==> config.mk <==
export PLATFORM = sky130hd
export DESIGN_NAME = fpd_flow_pulse_decoder
export DESIGN_NICKNAME = d
export VERILOG_FILES = /design/src/hdl/fpd_flow_pulse_decoder.v
export VERILOG_INCLUDE_DIRS = /design/src /design/src/hdl
export SDC_FILE = /design/constraint.sdc
export NUM_CORES = 1
export LEC_CHECK = 0
export BUFFER_PORTS_ARGS = -buffer_cell sky130_fd_sc_hd__clkbuf_2
export CORE_ASPECT_RATIO = 2
export CORE_MARGIN = 2
export CORE_UTILIZATION = 39
export DETAILED_ROUTE_END_ITERATION = 10
export PLACE_DENSITY = 0.6
export SLEW_MARGIN = 20
export SYNTH_ARGS = -nofsm -noshare
export SYNTH_HDL_FRONTEND = slang
export SYNTH_SLANG_ARGS = --single-unit
export TNS_END_PERCENT = 30
==> constraint.sdc <==
create_clock -name ref_clk_in -period 2.8 [get_ports ref_clk_in]
set_clock_uncertainty 0.1 [all_clocks]
set_input_delay 0.14 -clock ref_clk_in [delete_from_list [all_inputs] [get_ports ref_clk_in]]
set_output_delay 0.14 -clock ref_clk_in [all_outputs]
set_load 0.02 [all_outputs]
==> src/hdl/fpd_regs.vh <==
`ifndef FPD_REGS_VH
`define FPD_REGS_VH

// ****************************************
// pulse mode codes
// ****************************************
`define FPD_MODE_OFF      3'h0
`define FPD_MODE_UNI      3'h1
`define FPD_MODE_PULSEDIR 3'h2
`define FPD_MODE_FWDREV   3'h3
`define FPD_MODE_QUAD     3'h4

// ****************************************
// storage type codes
// ****************************************
`define FPD_STORE_NET     1'b0
`define FPD_STORE_INDEP   1'b1

// ****************************************
// widths and defaults
// ****************************************
`define FPD_CNT_W         16
`define FPD_CHAN_W        5
`define FPD_DIV_DEFAULT   16'h0032
`define FPD_DIV_W         16
`define FPD_STAT_W        24

`endif

==> src/hdl/fpd_flow_pulse_decoder.v <==
`timescale 1ns/10ps
`include "fpd_regs.vh"

// How it works
// [RQ1] uni mode: each open-to-closed edge counts one
// [RQ2] two-pin functions claim the pair's even pin
// [RQ3] bi-directional modes only from the odd pin
// [RQ4] uni channel allowed on either pin
// [RQ5] even pin gives direction, odd pin pulses
// [RQ6] odd pin forward, even pin reverse pulses
// [RQ7] gray 00-01-11-10 steps count forward
// [RQ8] gray 00-10-11-01 steps count reverse
// [RQ9] quadrature gives net flow only
// [RQ10] forward/reverse pulse mode gives net only
// [RQ11] storage type only in pulse-direction mode
// [RQ12] net record is forward minus reverse count
// [RQ13] net writes one stream, configured channel tag
// [RQ14] independent: forward stream on odd channel
// [RQ15] reverse stream on next even channel
// [RQ16] each pin holds one function only
// [RQ17] shared configurable fast pin sample rate
// [RQ18] trigger drives status output for set time
// [RQ19] synchronise pins, ignore double-bit quad steps
// [RQ20] counters clear at each log boundary
module fpd_flow_pulse_decoder #(
	parameter CNT_W  = `FPD_CNT_W,
	parameter CHAN_W = `FPD_CHAN_W
) (
	// clock and reset
	input  wire                ref_clk_in,
	input  wire                nrst_in,
	// meter pins (level high = closed)
	input  wire                odd_meter_pin_in,
	input  wire                even_meter_pin_in,
	// configuration
	input  wire [2:0]          odd_mode_in,
	input  wire [2:0]          even_mode_in,
	input  wire                store_type_in,
	input  wire [CHAN_W-1:0]   odd_chan_in,
	input  wire [`FPD_DIV_W-1:0] sample_div_in,
	input  wire                log_tick_in,
	// status output trigger
	input  wire                trig_in,
	input  wire [`FPD_STAT_W-1:0] stat_dur_in,
	// datapoint stream
	input  wire                dp_ready_in,
	output reg                 dp_valid_out,
	output reg  [CHAN_W-1:0]   dp_chan_out,
	output reg  [CNT_W:0]      dp_value_out,
	// status
	output reg                 even_claimed_out,
	output reg                 cfg_err_out,
	output reg                 stat_out,
	output reg                 lost_out
);

	// ****************************************
	// configuration decode
	// ****************************************
	wire bi_mode = (odd_mode_in == `FPD_MODE_PULSEDIR) || (odd_mode_in == `FPD_MODE_FWDREV) ||
		(odd_mode_in == `FPD_MODE_QUAD); // RQ3
	// even pin only usable on its own when the odd pin leaves it free
	wire even_uni = !bi_mode && (even_mode_in == `FPD_MODE_UNI); // RQ2 RQ4 RQ16
	wire odd_uni  = (odd_mode_in == `FPD_MODE_UNI); // RQ4
	// independent only in pulse-direction; others forced to net
	wire indep = (odd_mode_in == `FPD_MODE_PULSEDIR) && (store_type_in == `FPD_STORE_INDEP); // RQ9 RQ10 RQ11
	wire bad_cfg = (odd_mode_in > `FPD_MODE_QUAD) || (even_mode_in > `FPD_MODE_UNI) ||
		(bi_mode && even_mode_in != `FPD_MODE_OFF); // RQ3 RQ16

	// ****************************************
	// sample rate divider
	// ****************************************
	reg  [`FPD_DIV_W-1:0] div_ff;
	reg                   smp_ff;
	always @(posedge ref_clk_in or negedge nrst_in) begin
		if (!nrst_in) begin
			div_ff <= {`FPD_DIV_W{1'b0}};
			smp_ff <= 1'b0;
		end else if (div_ff >= sample_div_in) begin // RQ17
			div_ff <= {`FPD_DIV_W{1'b0}};
			smp_ff <= 1'b1;
		end else begin
			div_ff <= div_ff + 1'b1;
			smp_ff <= 1'b0;
		end
	end

	// ****************************************
	// pin synchronisers and sampling
	// ****************************************
	reg [1:0] sy1_ff;
	reg [1:0] sy2_ff;
	reg [1:0] cur_ff;
	reg [1:0] prv_ff;
	reg       smpd_ff;
	// sy1 feeds only sy2; sampling is done on the clean copy
	always @(posedge ref_clk_in or negedge nrst_in) begin
		if (!nrst_in) begin
			sy1_ff  <= 2'h0;
			sy2_ff  <= 2'h0;
			cur_ff  <= 2'h0;
			prv_ff  <= 2'h0;
			smpd_ff <= 1'b0;
		end else begin
			sy1_ff  <= {even_meter_pin_in, odd_meter_pin_in}; // RQ19
			sy2_ff  <= sy1_ff;
			smpd_ff <= smp_ff;
			if (smp_ff) begin // RQ17
				cur_ff <= sy2_ff;
				prv_ff <= cur_ff;
			end
		end
	end

	// ****************************************
	// pulse and step decode
	// ****************************************
	wire odd_rise  = smpd_ff && cur_ff[0] && !prv_ff[0];
	wire even_rise = smpd_ff && cur_ff[1] && !prv_ff[1];
	// gray steps, bit1 = odd pin, bit0 = even pin as printed pair
	wire [1:0] qn = {cur_ff[0], cur_ff[1]};
	wire [1:0] qp = {prv_ff[0], prv_ff[1]};
	wire q_fwd = smpd_ff && ((qp == 2'h0 && qn == 2'h1) || (qp == 2'h1 && qn == 2'h3) ||
		(qp == 2'h3 && qn == 2'h2) || (qp == 2'h2 && qn == 2'h0)); // RQ7
	wire q_rev = smpd_ff && ((qp == 2'h0 && qn == 2'h2) || (qp == 2'h2 && qn == 2'h3) ||
		(qp == 2'h3 && qn == 2'h1) || (qp == 2'h1 && qn == 2'h0)); // RQ8 RQ19
	reg inc_fwd;
	reg inc_rev;
	always @* begin
		inc_fwd = 1'b0;
		inc_rev = 1'b0;
		case (odd_mode_in)
			`FPD_MODE_UNI: inc_fwd = odd_rise; // RQ1
			`FPD_MODE_PULSEDIR: begin
				// even level high taken as reverse
				inc_fwd = odd_rise && !cur_ff[1]; // RQ5
				inc_rev = odd_rise && cur_ff[1]; // RQ5
			end
			`FPD_MODE_FWDREV: begin
				inc_fwd = odd_rise; // RQ6
				inc_rev = even_rise; // RQ6
			end
			`FPD_MODE_QUAD: begin
				inc_fwd = q_fwd;
				inc_rev = q_rev;
			end
			default: inc_fwd = 1'b0;
		endcase
		if (bad_cfg) begin
			inc_fwd = 1'b0;
			inc_rev = 1'b0;
		end
	end
	wire inc_even = !bad_cfg && even_uni && even_rise; // RQ4

	// ****************************************
	// per-period counters
	// ****************************************
	reg [CNT_W-1:0] fwd_ff;
	reg [CNT_W-1:0] rev_ff;
	reg [CNT_W-1:0] evn_ff;
	// a pulse in the boundary cycle starts the new period, so none is lost
	always @(posedge ref_clk_in or negedge nrst_in) begin
		if (!nrst_in) begin
			fwd_ff <= {CNT_W{1'b0}};
			rev_ff <= {CNT_W{1'b0}};
			evn_ff <= {CNT_W{1'b0}};
		end else if (log_tick_in) begin // RQ20
			fwd_ff <= {{(CNT_W-1){1'b0}}, inc_fwd};
			rev_ff <= {{(CNT_W-1){1'b0}}, inc_rev};
			evn_ff <= {{(CNT_W-1){1'b0}}, inc_even};
		end else begin
			fwd_ff <= fwd_ff + {{(CNT_W-1){1'b0}}, inc_fwd};
			rev_ff <= rev_ff + {{(CNT_W-1){1'b0}}, inc_rev};
			evn_ff <= evn_ff + {{(CNT_W-1){1'b0}}, inc_even};
		end
	end

	// ****************************************
	// datapoint generation
	// ****************************************
	// up to two words per boundary; queued into a two-entry buffer
	reg              pend_ff;
	reg [CHAN_W-1:0] pchan_ff;
	reg [CNT_W:0]    pval_ff;
	wire odd_act = bi_mode || odd_uni;
	wire [CNT_W:0] net_val = {1'b0, fwd_ff} - {1'b0, rev_ff}; // RQ12
	wire [CHAN_W-1:0] even_chan = odd_chan_in + {{(CHAN_W-1){1'b0}}, 1'b1}; // RQ15

	// two-entry buffer
	reg [CHAN_W+CNT_W:0] buf_ff [0:1];
	reg [1:0]            cnt_ff;
	reg                  rd_ff;
	reg                  wr_ff;
	wire buf_full = (cnt_ff == 2'h2);
	reg              push;
	reg [CHAN_W-1:0] push_chan;
	reg [CNT_W:0]    push_val;
	reg              nxt_pend;
	reg [CHAN_W-1:0] nxt_pchan;
	reg [CNT_W:0]    nxt_pval;
	reg              tick_drop;
	always @* begin
		push      = 1'b0;
		push_chan = odd_chan_in;
		push_val  = net_val;
		nxt_pend  = pend_ff;
		nxt_pchan = pchan_ff;
		nxt_pval  = pval_ff;
		tick_drop = 1'b0;
		if (pend_ff && !buf_full) begin
			push      = 1'b1;
			push_chan = pchan_ff;
			push_val  = pval_ff;
			nxt_pend  = 1'b0;
		end
		if (log_tick_in && !bad_cfg) begin
			// a waiting reverse word keeps its slot; the period just ended is counted lost
			if (pend_ff && (odd_act || even_uni)) begin
				tick_drop = 1'b1;
			end else if (odd_act) begin
				if (indep) begin
					push_chan = odd_chan_in; // RQ14
					push_val  = {1'b0, fwd_ff}; // RQ14
					nxt_pchan = even_chan; // RQ15
					nxt_pval  = {1'b0, rev_ff}; // RQ15
					nxt_pend  = 1'b1;
				end else begin
					push_chan = odd_chan_in; // RQ13
					push_val  = net_val; // RQ12 RQ13
				end
				push = 1'b1;
			end else if (even_uni) begin
				push_chan = even_chan; // RQ4
				push_val  = {1'b0, evn_ff};
				push      = 1'b1;
			end
		end
	end

	// buffer pointers and data; a push into a full buffer is counted lost
	wire pop = dp_valid_out && dp_ready_in;
	wire do_push = push && !buf_full;
	always @(posedge ref_clk_in or negedge nrst_in) begin
		if (!nrst_in) begin
			cnt_ff       <= 2'h0;
			rd_ff        <= 1'b0;
			wr_ff        <= 1'b0;
			pend_ff      <= 1'b0;
			pchan_ff     <= {CHAN_W{1'b0}};
			pval_ff      <= {(CNT_W+1){1'b0}};
			dp_valid_out <= 1'b0;
			dp_chan_out  <= {CHAN_W{1'b0}};
			dp_value_out <= {(CNT_W+1){1'b0}};
			lost_out     <= 1'b0;
		end else begin
			pend_ff  <= nxt_pend;
			pchan_ff <= nxt_pchan;
			pval_ff  <= nxt_pval;
			if (do_push) begin
				buf_ff[wr_ff] <= {push_chan, push_val};
				wr_ff <= ~wr_ff;
			end
			if (pop) begin
				rd_ff <= ~rd_ff;
			end
			cnt_ff <= cnt_ff + {1'b0, do_push} - {1'b0, pop};
			if ((push && buf_full) || tick_drop) begin
				lost_out <= 1'b1;
			end
			// output register refreshes from the buffer head
			if (!dp_valid_out || pop) begin
				if ((cnt_ff - {1'b0, pop}) != 2'h0) begin
					dp_valid_out <= 1'b1;
					{dp_chan_out, dp_value_out} <= buf_ff[pop ? ~rd_ff : rd_ff];
				end else begin
					dp_valid_out <= 1'b0;
				end
			end
		end
	end

	// ****************************************
	// status output and flags
	// ****************************************
	reg [`FPD_STAT_W-1:0] stat_cnt_ff;
	always @(posedge ref_clk_in or negedge nrst_in) begin
		if (!nrst_in) begin
			stat_cnt_ff      <= {`FPD_STAT_W{1'b0}};
			stat_out         <= 1'b0;
			even_claimed_out <= 1'b0;
			cfg_err_out      <= 1'b0;
		end else begin
			even_claimed_out <= bi_mode; // RQ2
			cfg_err_out      <= bad_cfg; // RQ16
			if (trig_in && stat_dur_in != {`FPD_STAT_W{1'b0}}) begin // RQ18
				stat_cnt_ff <= stat_dur_in;
				stat_out    <= 1'b1;
			end else if (stat_cnt_ff > {{(`FPD_STAT_W-1){1'b0}}, 1'b1}) begin
				stat_cnt_ff <= stat_cnt_ff - 1'b1;
			end else begin
				stat_cnt_ff <= {`FPD_STAT_W{1'b0}};
				stat_out    <= 1'b0; // RQ18
			end
		end
	end

endmodule

==> out/summary.txt, run 1 <==
Final period util - 98.7%
Core area - 26700 um^2
Lkg Pwr - 5.73 nW
1st-iter DRT viols - 549
Final Util - 48.3%
Finished Cell Area - 12900 um^2
H-tree lvl count - 4
Slowest CP cell - fa_2
Row count - 85
Via Count - 8624
Dpl cells - 1540
Critical path's largest stage delay - 0.38 ns
Global route overflow - 0
Area Overhead vs Synth - 22.7%
Distinct cell type count after synthesis - 67
CTS root buffer - clkbuf_16
CP Capture Type - flop
Number of global-route vias before repair - 8430
Async S/R FF share, synth - 77.4%
EDFF count, synth - 44
Most common cell in the synthesized netlist - dfrtp_1
Max Root-Sink Buffers - 2
Data arrival, critical path - 2.86 ns
Final count of negative-setup-slack endpoints - 0
Initial antenna violation count - 0
Share of post-route cells with drive strength above 1 - 18.0%
Clk Latency, worst-skew pair - 0.45 ns
Placed wire-length estimate - 18700 um
Unrepaired setup endpoints after global routing - yes
Fillers - 2532
Die H - 236 um
Number of I/O port buffers - 85
Top post-synthesis cells by area - dfrtp_1, edfxtp_1, ha_1, nand2_1, xnor2_1
Mapped Avg Cell Area - 9.73 um^2
Most frequent cells after synthesis - dfrtp_1, nand2_1, nor2_1, o21ai_0, xnor2_1
# diodes - 0
Die area - 28300 um^2
Pwr Density - 577 nW/um^2
Max IR drop VDD - 0.000355 V
GPL Wtd Cong - 0.902
DRC viols - 0
Clock sinks - 195
Dpl cell area - 11800 um^2
Layout Nets - 1357
WL/cell - 16.2 um
I/O pin count - 86
Syn_nets - 1184
Min-delay worst type - in -> reg
Final Critical Period - 2.76 ns
CTS clk-pin slew, worst paths - 0.07 ns
Worst Tran Pin Value - 1.10 ns
Setup crit start kind - flop
Required time worst endpoint - 2.89 ns
Warnings from Yosys - 0
CTS tree - yes
Sequential area share after synthesis - 48.6%
Die width - 120 um
Crit path max fanout - 3
Top-area cell type share of the netlist area - 36.0%
Post-route insts no fill - 1614
Final Max Slew Viols - 0
Syn Inst Count - 1080
Final Hold Vio Count - 0
TritonRoute pass-1 iters - 6
GRT Util Overall - 18.9%
Synth area leader - dfrtp_1
Relative slew slack - 26.6%
Area of the multi-input gates - 5190 um^2
Setup Crit Path Kind - reg -> reg
Post-Syn Area - 10500 um^2
FF/Latch Area - 5100 um^2
Initial Util - 39.3%
Power, Total - 7.43 mW
Postcts setup bufs - 0
F_max - 362 MHz
First-pass GRT wire length - 42500 um
Post-DR vias/cell - 5.34
# Max-Cap Violations - 0
Critical path, cell by cell - inv_1, ha_1, fa_2, nor2b_4, o2111ai_2, a31oi_2, buf_4, o31a_1, mux2i_1, nor2_1, o21a_1
Primary FF master, synth - dfrtp_1
Detailed Route WL - 26100 um
CTS Buf Count - 17
Status - finished clean
Largest net degree at the start of global routing - 152
Flops & latches, synth - 195
Routed Antenna Nets - 0
## layer usage
| layer | wire, um | GRT usage (%) |
|---|---|---|
| met5 | 0 | 0 |
| met4 | 673 | 7.63 |
| met3 | 956 | 2.97 |
| met2 | 12900 | 30.8 |
| met1 | 11500 | 25.0 |
## path summary, 6_finish.rpt
kind                                 from                to  slack, ns  cells after the start
min reg2reg                     sy1_ff[1]         sy2_ff[1]       0.25                      0
min in group asynchronous         nrst_in             rd_ff       0.18                      3
max                             fwd_ff[0]     buf_ff[0][14]       0.04                     11
max in group asynchronous         nrst_in    dp_chan_out[4]       1.60                      3
max reg2reg                     fwd_ff[0]     buf_ff[0][14]       0.04                     11
min                        odd_mode_in[1]  even_claimed_out       0.08                      3
## timing repair
action / CTS / global route
endpoints found under the setup margin: 6 / 26
endpoints found under the hold margin: 185 / 0
pin swaps: 3 / 7
gates resized for setup: 5 / 26
hold buffers: 42 / 0
## worst max-delay path, delay by kind of cell, from the launching register on
family	cells	cell delay [ns]
compound gates	4	0.81
buf+inv	2	0.22
mux	1	0.22
fa+ha+maj	2	0.61
simple gates	2	0.21
flops	1	0.35
## registers in the layout, summed over array words and instances, names as in the netlist, 2 cells and up
signal	cells
stat_cnt_ff	24
cnt_ff	2
rev_ff	16
buf_ff	44
cur_ff	2
prv_ff	2
dp_value_out	17
pval_ff	16
sy2_ff	2
pchan_ff	5
evn_ff	16
dp_chan_out	5
fwd_ff	16
div_ff	16
sy1_ff	2
## power by group
| part | switching (mW) | internal, mW | leakage (nW) | total, mW |
|---|---|---|---|---|
| Clock | 1.18 | 1.21 | 0.287 | 2.39 |
| Combinational | 0.940 | 0.658 | 3.06 | 1.60 |
| Sequential | 0.240 | 3.21 | 2.38 | 3.45 |
| Total | 2.36 | 5.07 | 5.73 | 7.43 |
## through the flow
| step | worst slack, ns | hold slack, ns | setup TNS [ns] |
|---|---|---|---|
| final | 0.0377 | 0.0769 | 0 |
| after detailed placement | -0.100 | 0.150 | -0.505 |
| after floorplan | 0.0702 | -0.256 | 0 |
| after CTS | 0.0236 | 0.0328 | 0 |
| after global routing | -0.0704 | 0.0620 | -0.245 |
| after global placement | -0.0283 | 0.152 | -0.140 |
## layout by cell type (no fill, tap or decap), types with 4 or more instances in the layout
master / instances
o21ai_1: 5
a21oi_1: 38
edfxtp_1: 44
nand2b_1: 7
clkinv_4: 5
a21o_1: 10
dfrtp_1: 151
a21oi_2: 4
o31ai_1: 12
nand4_1: 16
nor4_1: 10
dlygate4sd3_1: 42
nor2_1: 100
ha_1: 43
clkbuf_2: 84
and3_1: 11
xor2_1: 33
nand3_1: 42
o21a_1: 8
clkbuf_16: 17
xnor2_1: 55
nor2b_1: 12
mux2i_1: 30
o22ai_1: 12
nand2_1: 131
o21ai_0: 82
a211oi_1: 4
or3_1: 13
mux2_2: 8
nor4_2: 4
inv_1: 52
nor3_1: 21
a222oi_1: 5
buf_4: 66
## cell families after synthesis
group / synth area share [%]
muxes: 3.93
DFF: 48.6
adders and majority gates: 5.43
buffers and inverters: 3.41
AOI/OAI and AO/OA: 13.7
and+or+nand+nor: 17.5
xor gates and xnor gates: 7.42
## final cells by class
| class | instances | share of cell area (%) |
|---|---|---|
| inverter | 52 | 1.51 |
| timing repair buffer | 195 | 10.8 |
| multi-input combinational | 792 | 40.3 |
| clock buffer | 18 | 3.41 |
| tap | 348 | 3.38 |
| sequential | 195 | 39.6 |
| clock inverter | 14 | 1.10 |
(Power assumes the default switching activity.)
==> run 2: changes to the inputs <==
--- a/config.mk
+++ b/config.mk
@@ -7,12 +7,11 @@
 export NUM_CORES = 1
 export LEC_CHECK = 0
 export BUFFER_PORTS_ARGS = -buffer_cell sky130_fd_sc_hd__clkbuf_2
-export CORE_ASPECT_RATIO = 2
 export CORE_MARGIN = 2
-export CORE_UTILIZATION = 39
+export CORE_UTILIZATION = 29
 export DETAILED_ROUTE_END_ITERATION = 10
-export PLACE_DENSITY = 0.6
-export SLEW_MARGIN = 20
+export PLACE_DENSITY = 0.48
+export SLEW_MARGIN = 25
 export SYNTH_ARGS = -nofsm -noshare
 export SYNTH_HDL_FRONTEND = slang
 export SYNTH_SLANG_ARGS = --single-unit
==> out/summary.txt, run 2 (synthesis gave the netlist of run 1 again) <==
Commonest cells after routing, fill and taps aside - dfrtp_1, nand2_1, nor2_1, clkbuf_2, o21ai_0
Status - finished with violations
Pwr Density - 580 nW/um^2
GPL Wtd Cong - 0.859
Core area - 35700 um^2
Critical path, cell by cell - buf_4, ha_1, nor2b_1, o31ai_1, buf_4, a211oi_2, o211ai_1, buf_4, nand2_1, a2111o_1
Slowest CP cell - a2111o_1
Crit-path leading delay family - compound AO/OA/AOI/OAI gates
CTS tree - yes
Routed Antenna Nets - 0
Critical path buffer and inverter count - 3
H-tree lvl count - 4
Max IR drop VDD - 0.000390 V
Final setup margin - 0.0825 ns
Critical path's largest stage delay - 0.41 ns
First-pass GRT wire length - 44400 um
Crit path top cell by count - buf_4
Worst Hold Depth - 4
CTS Buf Count - 17
Combinational power share - 21.1%
Layout Nets - 1364
Setup Crit Path Kind - reg -> reg
TritonRoute pass-1 iters - 9
P_sw - 2.45 mW
CTS clk-pin slew, worst paths - 0.08 ns
# Max-Cap Violations - 0
Data arrival, critical path - 2.81 ns
Area Overhead vs Synth - 25.1%
Crit path max fanout - 7
Initial Util - 29.5%
R2r worst-path depth - 10
CP Capture Type - flop
Setup crit start kind - flop
Seq pwr share - 45.2%
GRT Util Overall - 14.8%
Min-delay worst type - in -> reg
Final Hold Vio Count - 0
Relative slew slack - 56.2%
Worst Tran Pin Value - 0.657 ns
Sw frac - 32.1%
Lkg Pwr - 5.79 nW
Setup TNS - 0 ns
Largest net degree at the start of global routing - 114
I/O pin count - 86
CTS root buffer - clkbuf_16
Die width - 194 um
Final count of negative-setup-slack endpoints - 0
Min-delay src - odd_chan_in[1]
Max Root-Sink Buffers - 2
Post-DR vias/cell - 4.85
1st-iter DRT viols - 372
Final period util - 97.1%
Reg-to-Reg End - buf_ff[1][9]
Clk Latency, worst-skew pair - 0.45 ns
Share of post-route cells with drive strength above 1 - 18.6%
Row count - 69
Initial antenna violation count - 0
Clock sinks - 195
Reg-to-reg slack, setup - 0.08 ns
Commonest non-fill, non-tap cell in the layout - dfrtp_1
Top reg by flops - buf_ff
Largest regs - buf_ff (44), stat_cnt_ff (24), dp_value_out (17)
Largest register FFs - 44
Unrepaired setup endpoints after global routing - yes
Placed wire-length estimate - 19500 um
Final Critical Period - 2.72 ns
Die area - 37800 um^2
Number of I/O port buffers - 85
DRC viols - 6
Failing checks - DRC
Hold endpoint - pchan_ff[1]
WL/cell - 15.8 um
Global route overflow - 0
Die H - 194 um
Clock power share - 33.7%
F_max - 368 MHz
Int Pwr - 5.18 mW
Reg-to-Reg Start - fwd_ff[1]
Via Count - 8412
Required time worst endpoint - 2.89 ns
Detailed Route WL - 27500 um
# diodes - 0
Final Max Slew Viols - 0
Placement Setup Slack - -0.0604 ns
Number of global-route vias before repair - 8218
run 2: metrics by stage:
step | hold WS (ns) | cell area (um^2) | utilization [%] | power [mW] | cells
floorplan | -0.256 | 10500 | - | 4.53 | 1080
global placement | -0.0122 | 12000 | 33.6 | 5.08 | 1662
detailed placement | -0.0136 | 12000 | 33.6 | 5.11 | 1662
CTS | 0.00439 | 13000 | 36.5 | 7.75 | 1733
global route | 0.0323 | 13100 | 36.9 | 8.08 | 1734
finish | 0.0163 | 13100 | 36.9 | 7.63 | 1734
run 2: power by group through the flow:
stage,Sequential (mW),Combinational [mW],Clock (mW)
final,3.45,1.61,2.57
after global routing,3.50,1.82,2.76
after CTS,3.45,1.65,2.64
after detailed placement,3.51,1.60,0
after global placement,3.50,1.58,0
after floorplan,3.67,0.860,0
run 2: final cells by class:
type	count	area [um^2]
fillers	3588	22500
multi-input cells	792	5200
flip-flops and latches	195	5100
repair buffers	202	1460
well taps	461	577
clock buffers	18	439
inverters	52	195
clock inverters	14	179
run 2: repair_timing:
| action | CTS | global route |
|---|---|---|
| hold buffers | 39 | 0 |
| hold endpoints to repair | 70 | 0 |
| resized for setup | 3 | 28 |
| setup endpoints to repair | 6 | 19 |
| pin swaps | 1 | 8 |
| buffers inserted | 0 | 2 |
run 2: worst max-delay path by stage:
stage          startpoint       endpoint  slack [ns]  cells past startpoint
2_1_floorplan   fwd_ff[1]  buf_ff[0][12]        0.07                     10
3_3_place_gp    fwd_ff[0]  buf_ff[0][14]       -0.05                     11
3_5_place_dp    fwd_ff[0]  buf_ff[1][14]       -0.06                     11
4_1_cts         fwd_ff[0]  buf_ff[1][14]       0.006                     11
5_1_grt         fwd_ff[1]   buf_ff[1][9]       -0.06                     10
6_report        fwd_ff[1]   buf_ff[1][9]        0.08                     10
run 2: tightest hold or removal path, stage by stage:
cell and delay, ns:
clkbuf_2 0.14, ha_1 0.16, nand2_1 0.05, nand2_1 0.05
run 2: routing by layer:
layer	up-vias	global-route usage [%]	share of wire (%)
met3	34	3.09	4.2
met5	-	0	0
met4	0	5.24	2.3
met1	4024	19.5	46
met2	169	24.1	47
li1	4185	-	-
